**src/hw/aih_pkg.sv**
```systemverilog
// Constants and types shared by the two-wire sensor host controller
package aih_pkg;

    // Timing: quarter of a 400 kHz bit, rounded up to whole cycles
    localparam int CLK_MHZ = 125;
    localparam int T_QUARTER_NS = 625;
    localparam int QUARTER_CYC = (T_QUARTER_NS * CLK_MHZ + 999) / 1000;

    localparam int COUNT_W = 8;

    // Fixed upper six bits of the target bus address
    localparam logic [5:0] TARGET_ADDR_HI = 6'h0c;
    localparam logic DIR_WRITE = 1'b0;
    localparam logic DIR_READ = 1'b1;

    // Host register offsets
    localparam logic [7:0] REG_CTRL = 8'h00;
    localparam logic [7:0] REG_COUNT = 8'h01;
    localparam logic [7:0] REG_INDEX = 8'h02;
    localparam logic [7:0] REG_TXDATA = 8'h03;
    localparam logic [7:0] REG_RXDATA = 8'h04;
    localparam logic [7:0] REG_STATUS = 8'h05;

    // Control register fields
    localparam int CTRL_GO = 0;
    localparam int CTRL_READ = 1;
    localparam int CTRL_AUTOINC = 2;
    localparam int CTRL_ADDR_LSB = 3;

    // Status register fields
    localparam int STAT_BUSY = 0;
    localparam int STAT_TX_FULL = 1;
    localparam int STAT_RX_VALID = 2;
    localparam int STAT_NACK = 3;
    localparam int STAT_DONE = 4;

    localparam int INDEX_AUTOINC = 7;
    localparam logic [3:0] ACK_BIT = 4'h8;
    localparam logic [1:0] Q_LAST = 2'h3;
    localparam logic [1:0] Q_HIGH = 2'h2;

    typedef enum logic [2:0] {
        S_IDLE = 3'b000,
        S_START = 3'b001,
        S_BYTE = 3'b010,
        S_WAIT = 3'b011,
        S_RSTART = 3'b100,
        S_STOP = 3'b101
    } aih_state_e;

    typedef enum logic [2:0] {
        ST_ADDR_W = 3'b000,
        ST_INDEX = 3'b001,
        ST_WDATA = 3'b010,
        ST_ADDR_R = 3'b011,
        ST_RDATA = 3'b100
    } aih_stage_e;

endpackage

```
**src/hw/aih_sync.sv**
```systemverilog
// Two flip-flop synchroniser for pin inputs
`timescale 1ns/10ps
module aih_sync #(
    parameter int W = 2
) (
    input wire logic clock,
    input wire logic rst_n,
    input wire logic [W-1:0] din,
    output logic [W-1:0] dout
);

    logic [W-1:0] meta;

    // Lines idle high, so reset to released
    always_ff @(posedge clock) begin
        if (!rst_n) begin
            meta <= '1;
            dout <= '1;
        end else begin
            meta <= din;
            dout <= meta;
        end
    end

endmodule

```
**src/hw/aih_i2c_host.sv**
```systemverilog
// Two-wire bus controller that reads and writes the sensor's registers
`timescale 1ns/10ps
module aih_i2c_host #(
    parameter int QUARTER = aih_pkg::QUARTER_CYC,
    parameter int CNT_W = aih_pkg::COUNT_W
) (
    input wire logic clock,
    input wire logic rst_n,
    input wire logic [7:0] reg_addr,
    input wire logic [7:0] reg_wdata,
    input wire logic reg_wr,
    input wire logic reg_rd,
    output logic [7:0] reg_rdata,
    input wire logic scl_in,
    output logic scl_out,
    output logic scl_oe,
    input wire logic sda_in,
    output logic sda_out,
    output logic sda_oe,
    output logic mode_sel_pin,
    output logic addr_lsb_select_pin
);

    localparam int QW = $clog2(QUARTER + 1);
    localparam logic [QW-1:0] Q_END = QW'(QUARTER - 1);
    localparam logic [CNT_W-1:0] ONE = CNT_W'(1);

    function automatic logic [7:0] target_byte(input logic lsb,
                                               input logic dir);
        target_byte = {aih_pkg::TARGET_ADDR_HI, lsb, dir};
    endfunction

    ////////////////////////////////////////////////////////////////////////
    // Pin synchronisers and open-drain drive

    logic scl_s;
    logic sda_s;
    logic scl_low;
    logic sda_low;

    aih_sync #(.W(2)) u_sync (
        .clock(clock),
        .rst_n(rst_n),
        .din({scl_in, sda_in}),
        .dout({scl_s, sda_s})
    );

    assign scl_out = 1'b0;
    assign sda_out = 1'b0;
    assign scl_oe = scl_low;
    assign sda_oe = sda_low;
    assign mode_sel_pin = 1'b1;

    ////////////////////////////////////////////////////////////////////////
    // Host registers

    logic cfg_read;
    logic cfg_autoinc;
    logic cfg_addr_lsb;
    logic [CNT_W-1:0] cfg_count;
    logic [6:0] cfg_index;
    logic [7:0] txd;
    logic tx_full;
    logic [7:0] rxd;
    logic rx_valid;
    logic st_done;
    logic st_nack;

    aih_pkg::aih_state_e state;
    aih_pkg::aih_stage_e stage;
    logic [1:0] q;
    logic [3:0] bitn;
    logic [7:0] sh;
    logic [CNT_W-1:0] remain;
    logic [QW-1:0] qcnt;

    logic busy;
    logic go;
    logic active;
    logic stall;
    logic tick;
    logic tx_stage;
    logic byte_end;
    logic rx_store;
    logic take_tx;
    logic take_rx;
    logic nack_ev;
    logic finish;
    logic wr_ctrl;

    assign busy = state != aih_pkg::S_IDLE;
    assign wr_ctrl = reg_wr && reg_addr == aih_pkg::REG_CTRL;
    assign go = wr_ctrl && reg_wdata[aih_pkg::CTRL_GO] && !busy;
    assign addr_lsb_select_pin = cfg_addr_lsb;

    always_ff @(posedge clock) begin
        if (!rst_n) begin
            cfg_read <= 1'b0;
            cfg_autoinc <= 1'b0;
            cfg_addr_lsb <= 1'b0;
        end else if (wr_ctrl && !busy) begin
            cfg_read <= reg_wdata[aih_pkg::CTRL_READ];
            cfg_autoinc <= reg_wdata[aih_pkg::CTRL_AUTOINC];
            cfg_addr_lsb <= reg_wdata[aih_pkg::CTRL_ADDR_LSB];
        end
    end

    always_ff @(posedge clock) begin
        if (!rst_n) begin
            cfg_count <= ONE;
            cfg_index <= 7'h00;
        end else if (reg_wr && !busy) begin
            if (reg_addr == aih_pkg::REG_COUNT) begin
                cfg_count <= CNT_W'(reg_wdata);
            end
            if (reg_addr == aih_pkg::REG_INDEX) begin
                cfg_index <= reg_wdata[6:0];
            end
        end
    end

    // Flags: a hardware set wins over a same-cycle clear
    always_ff @(posedge clock) begin
        if (!rst_n) begin
            txd <= 8'h00;
            tx_full <= 1'b0;
            rx_valid <= 1'b0;
            rxd <= 8'h00;
            st_done <= 1'b0;
            st_nack <= 1'b0;
        end else begin
            if (take_tx) begin
                tx_full <= 1'b0;
            end
            if (reg_wr && reg_addr == aih_pkg::REG_TXDATA) begin
                txd <= reg_wdata;
                tx_full <= 1'b1;
            end
            if (reg_rd && reg_addr == aih_pkg::REG_RXDATA) begin
                rx_valid <= 1'b0;
            end
            if (rx_store) begin
                rxd <= sh;
                rx_valid <= 1'b1;
            end
            if (reg_wr && reg_addr == aih_pkg::REG_STATUS) begin
                if (reg_wdata[aih_pkg::STAT_DONE]) begin
                    st_done <= 1'b0;
                end
                if (reg_wdata[aih_pkg::STAT_NACK]) begin
                    st_nack <= 1'b0;
                end
            end
            if (go) begin
                st_done <= 1'b0;
                st_nack <= 1'b0;
            end
            if (finish) begin
                st_done <= 1'b1;
            end
            if (nack_ev) begin
                st_nack <= 1'b1;
            end
        end
    end

    always_ff @(posedge clock) begin
        if (!rst_n) begin
            reg_rdata <= 8'h00;
        end else if (reg_rd) begin
            unique case (reg_addr)
                aih_pkg::REG_CTRL: reg_rdata <= {4'h0, cfg_addr_lsb,
                                                 cfg_autoinc, cfg_read, 1'b0};
                aih_pkg::REG_COUNT: reg_rdata <= 8'(cfg_count);
                aih_pkg::REG_INDEX: reg_rdata <= {1'b0, cfg_index};
                aih_pkg::REG_TXDATA: reg_rdata <= txd;
                aih_pkg::REG_RXDATA: reg_rdata <= rxd;
                aih_pkg::REG_STATUS: reg_rdata <= {3'h0, st_done, st_nack,
                                                   rx_valid, tx_full, busy};
                default: reg_rdata <= 8'h00;
            endcase
        end
    end

    ////////////////////////////////////////////////////////////////////////
    // Quarter-bit timing, held while the sensor stretches SCL

    assign active = busy && state != aih_pkg::S_WAIT;
    assign stall = q == aih_pkg::Q_HIGH && !scl_s;
    assign tick = active && !stall && qcnt == Q_END;

    always_ff @(posedge clock) begin
        if (!rst_n) begin
            qcnt <= '0;
        end else if (!active || stall || tick) begin
            qcnt <= '0;
        end else begin
            qcnt <= qcnt + QW'(1);
        end
    end

    assign tx_stage = stage != aih_pkg::ST_RDATA;
    assign byte_end = state == aih_pkg::S_BYTE && tick
                      && q == aih_pkg::Q_LAST && bitn == aih_pkg::ACK_BIT;
    assign rx_store = state == aih_pkg::S_BYTE && tick && q == 2'h0
                      && bitn == aih_pkg::ACK_BIT && !tx_stage;
    assign take_tx = state == aih_pkg::S_WAIT
                     && stage == aih_pkg::ST_WDATA && tx_full;
    assign take_rx = state == aih_pkg::S_WAIT
                     && stage == aih_pkg::ST_RDATA && !rx_valid;
    assign nack_ev = byte_end && tx_stage && sda_s;
    assign finish = state == aih_pkg::S_STOP && tick && q == aih_pkg::Q_LAST;

    ////////////////////////////////////////////////////////////////////////
    // Transfer sequencer

    always_ff @(posedge clock) begin
        if (!rst_n) begin
            state <= aih_pkg::S_IDLE;
            stage <= aih_pkg::ST_ADDR_W;
            q <= 2'h0;
            bitn <= 4'h0;
            sh <= 8'h00;
            remain <= ONE;
            scl_low <= 1'b0;
            sda_low <= 1'b0;
        end else begin
            if (tick) begin
                q <= q + 2'h1;
            end
            unique case (state)
                aih_pkg::S_IDLE: begin
                    scl_low <= 1'b0;
                    sda_low <= 1'b0;
                    q <= 2'h0;
                    bitn <= 4'h0;
                    if (go) begin
                        state <= aih_pkg::S_START;
                        stage <= aih_pkg::ST_ADDR_W;
                        sh <= target_byte(reg_wdata[aih_pkg::CTRL_ADDR_LSB],
                                          aih_pkg::DIR_WRITE);
                        remain <= (cfg_count == '0) ? ONE : cfg_count;
                    end
                end
                aih_pkg::S_START: begin
                    if (tick) begin
                        unique case (q)
                            2'h0: sda_low <= 1'b1;
                            2'h2: scl_low <= 1'b1;
                            2'h3: state <= aih_pkg::S_BYTE;
                            default: ;
                        endcase
                    end
                end
                aih_pkg::S_RSTART: begin
                    if (tick) begin
                        unique case (q)
                            2'h0: sda_low <= 1'b0;
                            2'h1: scl_low <= 1'b0;
                            2'h2: sda_low <= 1'b1;
                            2'h3: begin
                                scl_low <= 1'b1;
                                state <= aih_pkg::S_BYTE;
                            end
                        endcase
                    end
                end
                aih_pkg::S_STOP: begin
                    if (tick) begin
                        unique case (q)
                            2'h0: sda_low <= 1'b1;
                            2'h1: scl_low <= 1'b0;
                            2'h2: sda_low <= 1'b0;
                            2'h3: state <= aih_pkg::S_IDLE;
                        endcase
                    end
                end
                aih_pkg::S_WAIT: begin
                    q <= 2'h0;
                    bitn <= 4'h0;
                    if (take_tx) begin
                        sh <= txd;
                        state <= aih_pkg::S_BYTE;
                    end else if (take_rx) begin
                        state <= aih_pkg::S_BYTE;
                    end
                end
                aih_pkg::S_BYTE: begin
                    if (tick) begin
                        unique case (q)
                            2'h0: begin
                                if (bitn != aih_pkg::ACK_BIT) begin
                                    sda_low <= tx_stage && !sh[7];
                                end else begin
                                    sda_low <= !tx_stage
                                               && remain != ONE;
                                end
                            end
                            2'h1: scl_low <= 1'b0;
                            2'h2: ;
                            2'h3: begin
                                scl_low <= 1'b1;
                                if (bitn != aih_pkg::ACK_BIT) begin
                                    sh <= {sh[6:0], sda_s};
                                    bitn <= bitn + 4'h1;
                                end else begin
                                    bitn <= 4'h0;
                                    sda_low <= 1'b0;
                                end
                            end
                        endcase
                    end
                    if (byte_end) begin
                        unique case (stage)
                            aih_pkg::ST_ADDR_W: begin
                                if (sda_s) begin
                                    state <= aih_pkg::S_STOP;
                                end else begin
                                    stage <= aih_pkg::ST_INDEX;
                                    sh <= {cfg_autoinc || (cfg_read
                                           && remain != ONE),
                                           cfg_index};
                                end
                            end
                            aih_pkg::ST_INDEX: begin
                                if (sda_s) begin
                                    state <= aih_pkg::S_STOP;
                                end else if (cfg_read) begin
                                    state <= aih_pkg::S_RSTART;
                                    stage <= aih_pkg::ST_ADDR_R;
                                    sh <= target_byte(cfg_addr_lsb,
                                                      aih_pkg::DIR_READ);
                                end else begin
                                    state <= aih_pkg::S_WAIT;
                                    stage <= aih_pkg::ST_WDATA;
                                end
                            end
                            aih_pkg::ST_ADDR_R: begin
                                if (sda_s) begin
                                    state <= aih_pkg::S_STOP;
                                end else begin
                                    state <= aih_pkg::S_WAIT;
                                    stage <= aih_pkg::ST_RDATA;
                                end
                            end
                            aih_pkg::ST_WDATA,
                            aih_pkg::ST_RDATA: begin
                                if ((tx_stage && sda_s) || remain == ONE) begin
                                    state <= aih_pkg::S_STOP;
                                end else begin
                                    remain <= remain - ONE;
                                    state <= aih_pkg::S_WAIT;
                                end
                            end
                            default: state <= aih_pkg::S_STOP;
                        endcase
                    end
                end
                default: state <= aih_pkg::S_IDLE;
            endcase
        end
    end

endmodule

```
**config.mk**
```make
export PLATFORM = sky130hd
export DESIGN_NAME = aih_i2c_host
export DESIGN_NICKNAME = d
export VERILOG_FILES = /design/src/hw/aih_pkg.sv /design/src/hw/aih_sync.sv /design/src/hw/aih_i2c_host.sv
export SDC_FILE = /design/constraint.sdc
export NUM_CORES = 1
export LEC_CHECK = 0
export BUFFER_PORTS_ARGS = -buffer_cell sky130_fd_sc_hd__buf_2
export CAP_MARGIN = 5
export CORE_UTILIZATION = 40
export CTS_CLUSTER_SIZE = 10
export DETAILED_ROUTE_END_ITERATION = 6
export GPL_TIMING_DRIVEN = 0
export PLACE_DENSITY = 0.67
export SKIP_CTS_REPAIR_TIMING = 1
export SYNTH_ARGS = -nofsm -noshare
export SYNTH_HDL_FRONTEND = slang
export SYNTH_HIERARCHICAL = 1
export SYNTH_SLANG_ARGS = --single-unit
```
**constraint.sdc**
```tcl
create_clock -name clock -period 2.5 [get_ports clock]
set_input_delay 0.375 -clock clock [delete_from_list [all_inputs] [get_ports clock]]
set_output_delay 0.375 -clock clock [all_outputs]
set_load 0.01 [all_outputs]
```
==> metrics.md, run 1 <==
| Metric | Value |
|---|---|
| Status | complete, no violations |
| WP buf/inv | 2 |
| Critical path class | reg -> reg |
| Largest net degree at the start of global routing | 14 |
| Final worst path period share | 0.9657 |
| Synth unique cells | 67 |
| Sw Pwr | 631.7 uW |
| Worst IR Drop VDD | 0.3781 mV |
| Sequential share of power | 0.486 |
| Synth Area in Simple Gates | 0.2516 |
| Starting density of the core | 0.4131 |
| Int Pwr | 2.238 mW |
| HP Class | in -> reg |
| Antenna Nets Post-Route | 0 |
| Final worst slack | 0.08583 ns |
| H-tree levels | 3 |
| Synthesis Warnings | 6 |
| CTS Buffer Depth | 2 |
| Iter 0 DRT Violations | 322 |
| Row count | 40 |
| Commonest non-fill, non-tap cell in the layout | dfxtp_1 |
| Multi-input logic area | 0.003038 mm^2 |
| Routability Congestion | 0.9386 |
| DRT Wirelength | 14.85 mm |
| DR DRC count | 0 |
| Mux contribution to synthesized area | 0.1140 |
| Worst path depth | 7 |
| Final setup violation count | 0 |
| Min-Delay Path Depth | 2 |
| Most frequent cells in the layout | dfxtp_1, nand2_1, mux2i_1, nor2b_1, clkbuf_1 |
| GRT Util Overall | 0.2419 |
| Synth Area in XOR/XNOR | 0.02101 |
| DIE AREA | 0.01296 mm^2 |
| Mapped Avg Cell Area | 8.381 um^2 |
| Max Fanout on Critical Path | 10 |
| Seq. cell area | 0.001742 mm^2 |
| Largest delay share family, worst path | simple AND/OR/NAND/NOR gates |
| Gate power share | 0.045 |
| Filler cells | 1239 |
| Post-Syn Instances | 597 |
| Worst-margin pin slew | 0.9294 ns |
| TritonRoute pass-1 iters | 5 |
| Critical path required time | 2.79 ns |
| Initial antenna violation count | 0 |
| Sw Share | 0.2201 |
| CP cell instances | clkbuf_1 > nor4_1 > and3_1 > clkbuf_1 > a21boi_0 > o211ai_1 > o2111a_1 |
| TritonCTS clock tree | yes |
| Pleak | 2.115 nW |
| Vias/cell | 5.820 |
| FF-to-FF path depth | 7 |
| Crit-path max cell delay | 0.86 ns |
| Pwr/cell area | 505.8 mW/mm^2 |
| Register area share after synthesis | 0.3481 |
| Clock sinks | 87 |
| Post-Synth Adder-Cell Area | 0.02501 |
| Die Ht | 113.8 um |
| Proportion of layout cells with a drive suffix above 1 | 0.1211 |
| Global-route wire length before repair | 24.07 mm |
| Worst-skew pair later-pin latency | 0.35 ns |
| Total grt overflow | 0 |
| Compound-Gate Fraction of Synth Area | 0.1913 |
| Most common cell on crit path | clkbuf_1 |
| Core area | 0.01211 mm^2 |
| CP Capture Type | flop |
| Max_slew headroom | 0.3747 |
| Port bufs | 30 |
| Top Ports | 36 |
| Post-synthesis register bit count | 87 |
| DP Wirelength | 11.00 mm |
| Post-synth EDFFs | 0 |
| Vias in the first global route | 4530 |
| Place WS | -0.1836 ns |
| Clk slew on worst S/H paths | 0.06 ns |
| Fin nets | 671 |
| Main combinational cell family by area after synthesis | simple AND/OR/NAND/NOR gates |
| Max frequency | 414.2 MHz |
| Fin. max-slew vios | 0 |
| Drt wl/cell | 18.28 um |
| Max-Cap Viols | 0 |
| Ys flop type | dfxtp_1 |
| Synth async-reset ratio | 0 |
| Clock share of power | 0.470 |
| Cell area after synthesis | 0.005004 mm^2 |
| Ant diodes | 0 |
| Fin. Hold Viols | 0 |
| CP max-delay cell | nor4_1 |
| Die Wd | 113.8 um |
| Vias | 4726 |
| Clock Tree Root | clkbuf_16 |
| Setup TNS | 0 ns |
| Final Skew | 0.007556 ns |
| Number of CTS-inserted buffers | 9 |
| Area grow syn2layout | 13.40% |
| Critical path arrival | 2.70 ns |
| Worst Setup Start Kind | flop |
| Fin crit period | 2.414 ns |
## registers in the layout, summed over array words and instances, names as in the netlist, 3 cells and up
register and cells:
cfg_count 8, reg_rdata 8, remain 8, rxd 8
sh 8, txd 8, cfg_index 7, qcnt 7
bitn 4, stage 3, state 3
## final timing paths
kind         slack (ns)                         to                       from
max                0.09         sh[7]$_SDFFE_PN0P_      stage[0]$_SDFFE_PN0P_
min                0.21  u_sync/meta[1]$_SDFF_PN1_                     scl_in
min reg2reg        0.41  u_sync/dout[1]$_SDFF_PN1_  u_sync/meta[1]$_SDFF_PN1_
max reg2reg        0.09         sh[7]$_SDFFE_PN0P_      stage[0]$_SDFFE_PN0P_
## layer usage
layer | share of wire | track usage | vias up | wire, um
met4 | 0.036 | 0.1212 | 0 | 538
met5 | 0 | 0 | - | 0
met3 | 0.058 | 0.03773 | 40 | 864
met2 | 0.47 | 0.3963 | 177 | 7032
met1 | 0.43 | 0.3095 | 2279 | 6410
li1 | - | - | 2230 | -
## worst reg2reg max path, delay by kind of cell, from the launching register on
kind / cells / cell delay [ns]
simple gates: 2 / 1.11
buf+inv: 2 / 0.49
compound gates: 3 / 0.46
flops: 1 / 0.29
## synthesized netlist by cell type, types with 3 or more instances
cell | number | area, um^2
a21boi_0 | 7 | 52.55
a21o_1 | 4 | 30.03
a21oi_1 | 25 | 125.1
a221oi_1 | 3 | 26.28
a22o_1 | 3 | 26.28
a22oi_1 | 8 | 60.06
a31oi_1 | 5 | 31.28
and2_1 | 4 | 25.02
and3_1 | 6 | 37.54
buf_2 | 4 | 20.02
buf_4 | 3 | 22.52
clkbuf_1 | 35 | 131.4
dfxtp_1 | 87 | 1742
ha_1 | 10 | 125.1
inv_1 | 12 | 45.04
mux2_2 | 8 | 90.09
mux2i_1 | 48 | 480.5
nand2_1 | 60 | 225.2
nand2b_1 | 11 | 68.82
nand3_1 | 21 | 105.1
nand4_1 | 9 | 56.30
nor2_1 | 35 | 131.4
nor2b_1 | 44 | 275.3
nor3_1 | 14 | 70.07
nor3b_1 | 4 | 30.03
nor4_1 | 7 | 43.79
o211a_1 | 3 | 30.03
o211ai_1 | 12 | 90.09
o21a_1 | 4 | 30.03
o21ai_0 | 25 | 125.1
o221a_2 | 5 | 56.30
o221ai_1 | 4 | 35.03
o22ai_1 | 7 | 43.79
o31ai_1 | 4 | 30.03
or2_2 | 4 | 25.02
or3_1 | 3 | 18.77
xnor2_1 | 5 | 43.79
xor2_1 | 7 | 61.31
## power groups by stage
stage	Sequential, mW	Combinational (mW)	Clock (mW)
floorplan	1.42	0.0702	0
detailed placement	1.42	0.126	0
CTS	1.39	0.126	1.37
finish	1.39	0.128	1.35
global route	1.39	0.138	1.42
global placement	1.42	0.124	0
## metrics by stage
step           utilization  total power [mW]  hold WS (ns)  area [um^2]  std cells
5_1_grt             0.4685             2.954        0.2080         5674        812
2_1_floorplan            -             1.495        0.3863         5007        598
3_3_place_gp        0.4432             1.549        0.3961         5368        796
3_5_place_dp        0.4432             1.550        0.3917         5368        796
6_report            0.4685             2.870        0.2053         5674        812
4_1_cts             0.4674             2.889        0.1974         5660        812
## cells by family after synthesis
logic type,Yosys count
DFF,87
muxes,56
xor gates and xnor gates,12
AOI/OAI and AO/OA,136
buffers and inverters,57
adders and majority gates,10
other,2
and+or+nand+nor,237
## final cells by class
class,count,area share
flip-flops and latches,87,0.3069
repair buffers,31,0.02778
clock buffers,13,0.04410
multi-input cells,454,0.5354
well taps,168,0.03705
clock inverters,3,0.007497
inverters,12,0.007938
plain buffers,44,0.03330
(Power assumes the default switching activity.)
==> run 2, diff against run 1 <==
Settings changed: CORE_MARGIN set to 4.
==> run 2 against run 1 <==
  * Flip-flop and latch count did not move
  * Global-route usage is 3.3 points lower
  * Largest cell class unchanged
  * Count of clock-buffer cells in the layout down 1
  * Clock skew increased by 0.0022 ns
  * Fmax rose by 2.3%
  * Critical path depth unchanged
  * Design area is 0.37% higher
  * First-iteration DRC count grew 37%
  * Clock power grew 3%
  * Die area increased by 11%
  * Sequential power about the same
==> metrics.md, run 2 (synthesized netlist as in run 1, its figures left out) <==
| Metric | Value |
|---|---|
| Status | complete, no violations (unchanged) |
| CP max-delay cell | nor3_2 (was nor4_1) |
| Largest net degree at the start of global routing | 15 (was 14) |
| Clk slew on worst S/H paths | 0.06 ns (about the same) |
| Crit-path max cell delay | 0.58 ns (was 0.86 ns) |
| Vias in the first global route | 4637 (was 4530) |
| Top Ports | 36 (unchanged) |
| Port bufs | 30 (unchanged) |
| CP Capture Type | flop (unchanged) |
| Global-route wire length before repair | 23.84 mm (was 24.07 mm) |
| Metal3 WL | 991 um (was 864 um) |
| Largest delay share family, worst path | simple AND/OR/NAND/NOR gates (unchanged) |
| DIE AREA | 0.01436 mm^2 (was 0.01296 mm^2) |
| Inst Count DP | 796 (unchanged) |
| WP buf/inv | 1 (was 2) |
| H-tree levels | 3 (unchanged) |
| Worst Setup Start Kind | flop (unchanged) |
| Proportion of layout cells with a drive suffix above 1 | 0.1258 (was 0.1211) |
| Seq. cell area | 0.001742 mm^2 (unchanged) |
| Clock sinks | 87 (unchanged) |
| Pleak | 2.126 nW (was 2.115 nW) |
| CTS Buffer Depth | 2 (unchanged) |
| HP Class | in -> reg (unchanged) |
| Final worst path period share | 0.9436 (was 0.9657) |
| Fin nets | 671 (unchanged) |
| DP Wirelength | 11.01 mm (was 11.00 mm) |
| Top sig layer | met4 (unchanged) |
| Final worst slack | 0.1410 ns (was 0.08583 ns) |
| Clock Tree Root | clkbuf_16 (unchanged) |
| Starting density of the core | 0.4131 (unchanged) |
| WL met2 | 6.994 mm (was 7.032 mm) |
| Die Wd | 119.8 um (was 113.8 um) |
| Critical path arrival | 2.65 ns (was 2.70 ns) |
| Final setup violation count | 0 (unchanged) |
| GRT Util Overall | 0.2086 (was 0.2419) |
| Multi-input logic area | 0.003044 mm^2 (was 0.003038 mm^2) |
| Area grow syn2layout | 13.83% (was 13.40%) |
| Setup TNS | 0 ns (unchanged) |
| Final Skew | 0.009741 ns (was 0.007556 ns) |
| Filler cells | 1207 (was 1239) |
| Fin. Hold Viols | 0 (unchanged) |
| Fin. max-slew vios | 0 (unchanged) |
| Iter 0 DRT Violations | 441 (was 322) |
| Initial antenna violation count | 0 (unchanged) |
| Vias/cell | 5.863 (was 5.820) |
| Row count | 40 (unchanged) |
| CP cell instances | buf_6 > nor3_2 > nand4_1 > o41a_1 > o21bai_4 > a211o_1 > nand3_1 (was clkbuf_1 > nor4_1 > and3_1 > clkbuf_1 > a21boi_0 > o211ai_1 > o2111a_1) |
| Commonest non-fill, non-tap cell in the layout | dfxtp_1 (unchanged) |
| Routability Congestion | 0.9657 (was 0.9386) |
| Max_slew headroom | 0.5238 (was 0.3747) |
| Fin crit period | 2.359 ns (was 2.414 ns) |
| Post-Route M1 WL | 6.270 mm (was 6.410 mm) |
| Most frequent cells in the layout | dfxtp_1, nand2_1, mux2i_1, nor2b_1 (was dfxtp_1, nand2_1, mux2i_1, nor2b_1, clkbuf_1) |
| Critical path class | reg -> reg (unchanged) |
| Vias | 4761 (was 4726) |
| Max-Cap Viols | 0 (unchanged) |
| TritonCTS clock tree | yes (unchanged) |
| Core area | 0.01211 mm^2 (unchanged) |
| Core Util, Final | 0.4702 (was 0.4685) |
| TritonRoute pass-1 iters | 5 (unchanged) |
| Critical path required time | 2.79 ns (about the same) |
| Overall power | 2.914 mW (was 2.870 mW) |
| Final non-filler cell total | 812 (unchanged) |
| Antenna Nets Post-Route | 0 (unchanged) |
| DRT Wirelength | 14.78 mm (was 14.85 mm) |
| Ant diodes | 0 (unchanged) |
| Number of CTS-inserted buffers | 9 (unchanged) |
| Die Ht | 119.8 um (was 113.8 um) |
| Worst IR Drop VDD | 0.3896 mV (was 0.3781 mV) |
| Place WS | -0.1891 ns (was -0.1836 ns) |
| Total grt overflow | 0 (unchanged) |
| Pwr/cell area | 511.7 mW/mm^2 (was 505.8 mW/mm^2) |
| Max frequency | 423.9 MHz (was 414.2 MHz) |
| Drt wl/cell | 18.20 um (was 18.28 um) |
| Worst-skew pair later-pin latency | 0.35 ns (about the same) |
| Max Fanout on Critical Path | 10 (unchanged) |
| Worst-margin pin slew | 0.7142 ns (was 0.9294 ns) |
| DR DRC count | 0 (unchanged) |
run 2: area by class of cell:
type | instances | area share
plain buffers | 44 | 0.03317
inverters | 12 | 0.007909
clock inverters | 4 | 0.009007
multi-input cells | 454 | 0.5345
clock buffers | 12 | 0.04504
flip-flops and latches | 87 | 0.3058
well taps | 168 | 0.03691
repair buffers | 31 | 0.02768
run 2: per-layer routing:
metal | vias up | GRT usage
met3 | 42 | 0.04430
met5 | - | 0
met4 | 0 | 0.09878
li1 | 2234 | -
met1 | 2288 | 0.2610
met2 | 197 | 0.3425
run 2: path summary, 6_finish.rpt:
kind	start	to	slack [ns]	depth (start not counted)
max	state[0]$_SDFFE_PN0P_	remain[0]$_SDFFE_PN1P_	0.14	7
min	scl_in	u_sync/meta[1]$_SDFF_PN1_	0.21	2
max reg2reg	state[0]$_SDFFE_PN0P_	remain[0]$_SDFFE_PN1P_	0.14	7
min reg2reg	u_sync/meta[1]$_SDFF_PN1_	u_sync/dout[1]$_SDFF_PN1_	0.41	1
run 2: metrics by stage:
step                      hold WS (ns)  cell area, um^2
after floorplan                 0.3863             5007
after global placement          0.3981             5368
after detailed placement        0.3978             5368
after CTS                       0.1964             5675
after global routing            0.2203             5695
final                           0.2054             5695
run 2: where the power goes:
part	internal (mW)	leakage, nW	switching, mW	total (mW)
clock network	0.831	0.149	0.562	1.39
registers	1.39	0.702	0.00239	1.39
logic	0.0461	1.27	0.0825	0.129
total	2.27	2.13	0.647	2.91
==> run 3, diff against run 2 <==
==> constraint.sdc (replaced) <==
create_clock -name clock -period 2.5 [get_ports clock]
set_input_delay 0.5 -clock clock [delete_from_list [all_inputs] [get_ports clock]]
set_output_delay 0.5 -clock clock [all_outputs]
set_load 0.01 [all_outputs]
==> run 3 against run 2 <==
  * Global-route usage stayed put
  * Die area unchanged
  * Utilization is essentially flat
  * Fmax grew 0.53%
  * Design area is essentially flat
  * Largest cell class unchanged
  * Count of clock-buffer cells in the layout did not move
  * Clock power is essentially flat
==> metrics.md, run 3 (synthesized netlist as in run 1, its figures left out) <==
| Metric | Value |
|---|---|
| Status | complete, no violations (unchanged) |
| Reg2Reg Capture Point | remain[0]$_SDFFE_PN1P_ (unchanged) |
| Critical path class | reg -> reg (unchanged) |
| Overall power | 2.914 mW (about the same) |
| Area grow syn2layout | 13.85% (was 13.83%) |
| CP Capture Type | flop (unchanged) |
| Fin. max-slew vios | 0 (unchanged) |
| Min-Delay Path Depth | 2 (unchanged) |
| Drt wl/cell | 18.20 um (about the same) |
| CTS Buffer Depth | 2 (unchanged) |
| Port bufs | 30 (unchanged) |
| M1 GR Usage | 0.2610 (unchanged) |
| Antenna Nets Post-Route | 0 (unchanged) |
| Total grt overflow | 0 (unchanged) |
| Filler cells | 1207 (unchanged) |
| Max frequency | 426.2 MHz (was 423.9 MHz) |
| TritonCTS clock tree | yes (unchanged) |
| Place WS | -0.1891 ns (unchanged) |
| Final worst path period share | 0.9386 (was 0.9436) |
| Worst IR Drop VDD | 0.3896 mV (about the same) |
| DIE AREA | 0.01436 mm^2 (unchanged) |
| Vias/cell | 5.905 (was 5.863) |
| Fin. Hold Viols | 0 (unchanged) |
| Core area | 0.01211 mm^2 (unchanged) |
| Max-Cap Viols | 0 (unchanged) |
| Proportion of layout cells with a drive suffix above 1 | 0.1273 (was 0.1258) |
| Starting density of the core | 0.4131 (unchanged) |
| Clock Tree Root | clkbuf_16 (unchanged) |
| Critical path arrival | 2.63 ns (was 2.65 ns) |
| CP max-delay cell | nor3_2 (unchanged) |
| Row count | 40 (unchanged) |
| Worst-margin pin slew | 0.6933 ns (was 0.7142 ns) |
| Vias in the first global route | 4637 (unchanged) |
| GRT Util Overall | 0.2086 (unchanged) |
| Most frequent cells in the layout | dfxtp_1, nand2_1, mux2i_1, nor2b_1, nor2_1 (was dfxtp_1, nand2_1, mux2i_1, nor2b_1) |
| Hold EP | u_sync/meta[1]$_SDFF_PN1_ (unchanged) |
| Final non-filler cell total | 812 (unchanged) |
| Final Skew | 0.009035 ns (was 0.009741 ns) |
| DP Wirelength | 11.01 mm (unchanged) |
| Die Ht | 119.8 um (unchanged) |
| Critical path required time | 2.79 ns (about the same) |
| Number of CTS-inserted buffers | 9 (unchanged) |
| Reg2Reg Setup Slack | 0.15 ns (was 0.14 ns) |
| Pwr/cell area | 511.6 mW/mm^2 (was 511.7 mW/mm^2) |
| Global-route wire length before repair | 23.84 mm (unchanged) |
| Max Fanout on Critical Path | 10 (unchanged) |
| Initial antenna violation count | 0 (unchanged) |
| Iter 0 DRT Violations | 420 (was 441) |
| Clock sinks | 87 (unchanged) |
| Die Wd | 119.8 um (unchanged) |
| Max_slew headroom | 0.5378 (was 0.5238) |
| Fin crit period | 2.347 ns (was 2.359 ns) |
| Worst Setup Start Kind | flop (unchanged) |
| Final setup violation count | 0 (unchanged) |
| Vias | 4795 (was 4761) |
| H-tree levels | 3 (unchanged) |
| Worst-skew pair later-pin latency | 0.35 ns (about the same) |
| Worst r2r src | state[0]$_SDFFE_PN0P_ (unchanged) |
| Clk slew on worst S/H paths | 0.06 ns (about the same) |
| Ant diodes | 0 (unchanged) |
| Min-delay src | scl_in (unchanged) |
| Commonest non-fill, non-tap cell in the layout | dfxtp_1 (unchanged) |
| DR DRC count | 0 (unchanged) |
| Pleak | 2.129 nW (was 2.126 nW) |
| HP Class | in -> reg (unchanged) |
| Routability Congestion | 0.9657 (unchanged) |
| Top Ports | 36 (unchanged) |
| CP cell instances | buf_6 > nor3_2 > nand4_1 > o41a_1 > o21bai_4 > a211o_1 > nand3_1 (unchanged) |
| FF-to-FF path depth | 7 (unchanged) |
| Fin nets | 671 (unchanged) |
| Inst Count DP | 796 (unchanged) |
| Largest net degree at the start of global routing | 15 (unchanged) |
| Routing usage on met3 | 0.04430 (unchanged) |
| Crit-path max cell delay | 0.58 ns (about the same) |
| TritonRoute pass-1 iters | 7 (was 5) |
| Met2 Usage GRT | 0.3425 (unchanged) |
| Final worst slack | 0.1534 ns (was 0.1410 ns) |
| Layer with the highest usage | met2 (unchanged) |
| DRT Wirelength | 14.78 mm (about the same) |
[run 3: cell counts in the layout (fill, tap and decap cells not counted)]
Identical to the previous run, type by type.
[run 3: how the worst max path moves through the flow]
stage	from	end	slack, ns
6_report	state[0]$_SDFFE_PN0P_	remain[0]$_SDFFE_PN1P_	0.15
5_1_grt	q[0]$_SDFFE_PP0N_	bitn[3]$_SDFFE_PN0P_	-0.006
4_1_cts	state[2]$_SDFFE_PN0P_	remain[0]$_SDFFE_PN1P_	-0.19
3_5_place_dp	state[2]$_SDFFE_PN0P_	remain[0]$_SDFFE_PN1P_	-0.19
3_3_place_gp	state[2]$_SDFFE_PN0P_	remain[0]$_SDFFE_PN1P_	-0.15
2_1_floorplan	reg_addr[7]	cfg_count[0]$_SDFFE_PN1P_	0.30
[run 3: layout make-up]
type                    instances  area [um^2]  share of cell area
flip-flops and latches         87         1742              0.3057
multi-input cells             454         3044              0.5344
clock inverters                 4        51.30            0.009005
well taps                     168        210.2             0.03690
repair buffers                 31        157.7             0.02767
plain buffers                  44        190.2             0.03338
inverters                      12        45.04            0.007907
clock buffers                  12        256.5             0.04503
[run 3: critical path: cells and delay by family, from the launching register on]
family                 cells  cell delay [ns]
DFF                        1             0.31
and+or+nand+nor            3             0.97
buffers and inverters      1             0.14
AOI/OAI and AO/OA          3             0.85
[run 3: power by group]
| group | internal (mW) | total [mW] | switching [mW] |
|---|---|---|---|
| sequential | 1.39 | 1.39 | 0.00238 |
| combinational | 0.0461 | 0.128 | 0.0823 |
| clock | 0.831 | 1.39 | 0.562 |
[run 3: metrics by stage]
stage / cell area [um^2] / utilization / setup TNS, ns / hold slack [ns]
global placement: 5368 / 0.4432 / -0.7529 / 0.3981
finish: 5697 / 0.4704 / 0 / 0.3302
global route: 5697 / 0.4704 / -0.005826 / 0.3453
CTS: 5675 / 0.4686 / -0.2685 / 0.3214
floorplan: 5007 / - / 0 / 0.3863
detailed placement: 5368 / 0.4432 / -1.296 / 0.3978
[run 3: routing by layer]
| layer | share of wire | wire length, um |
|---|---|---|
| met4 | 0.039 | 575 |
| met1 | 0.42 | 6213 |
| met2 | 0.47 | 6910 |
| met3 | 0.073 | 1078 |
| met5 | 0 | 0 |
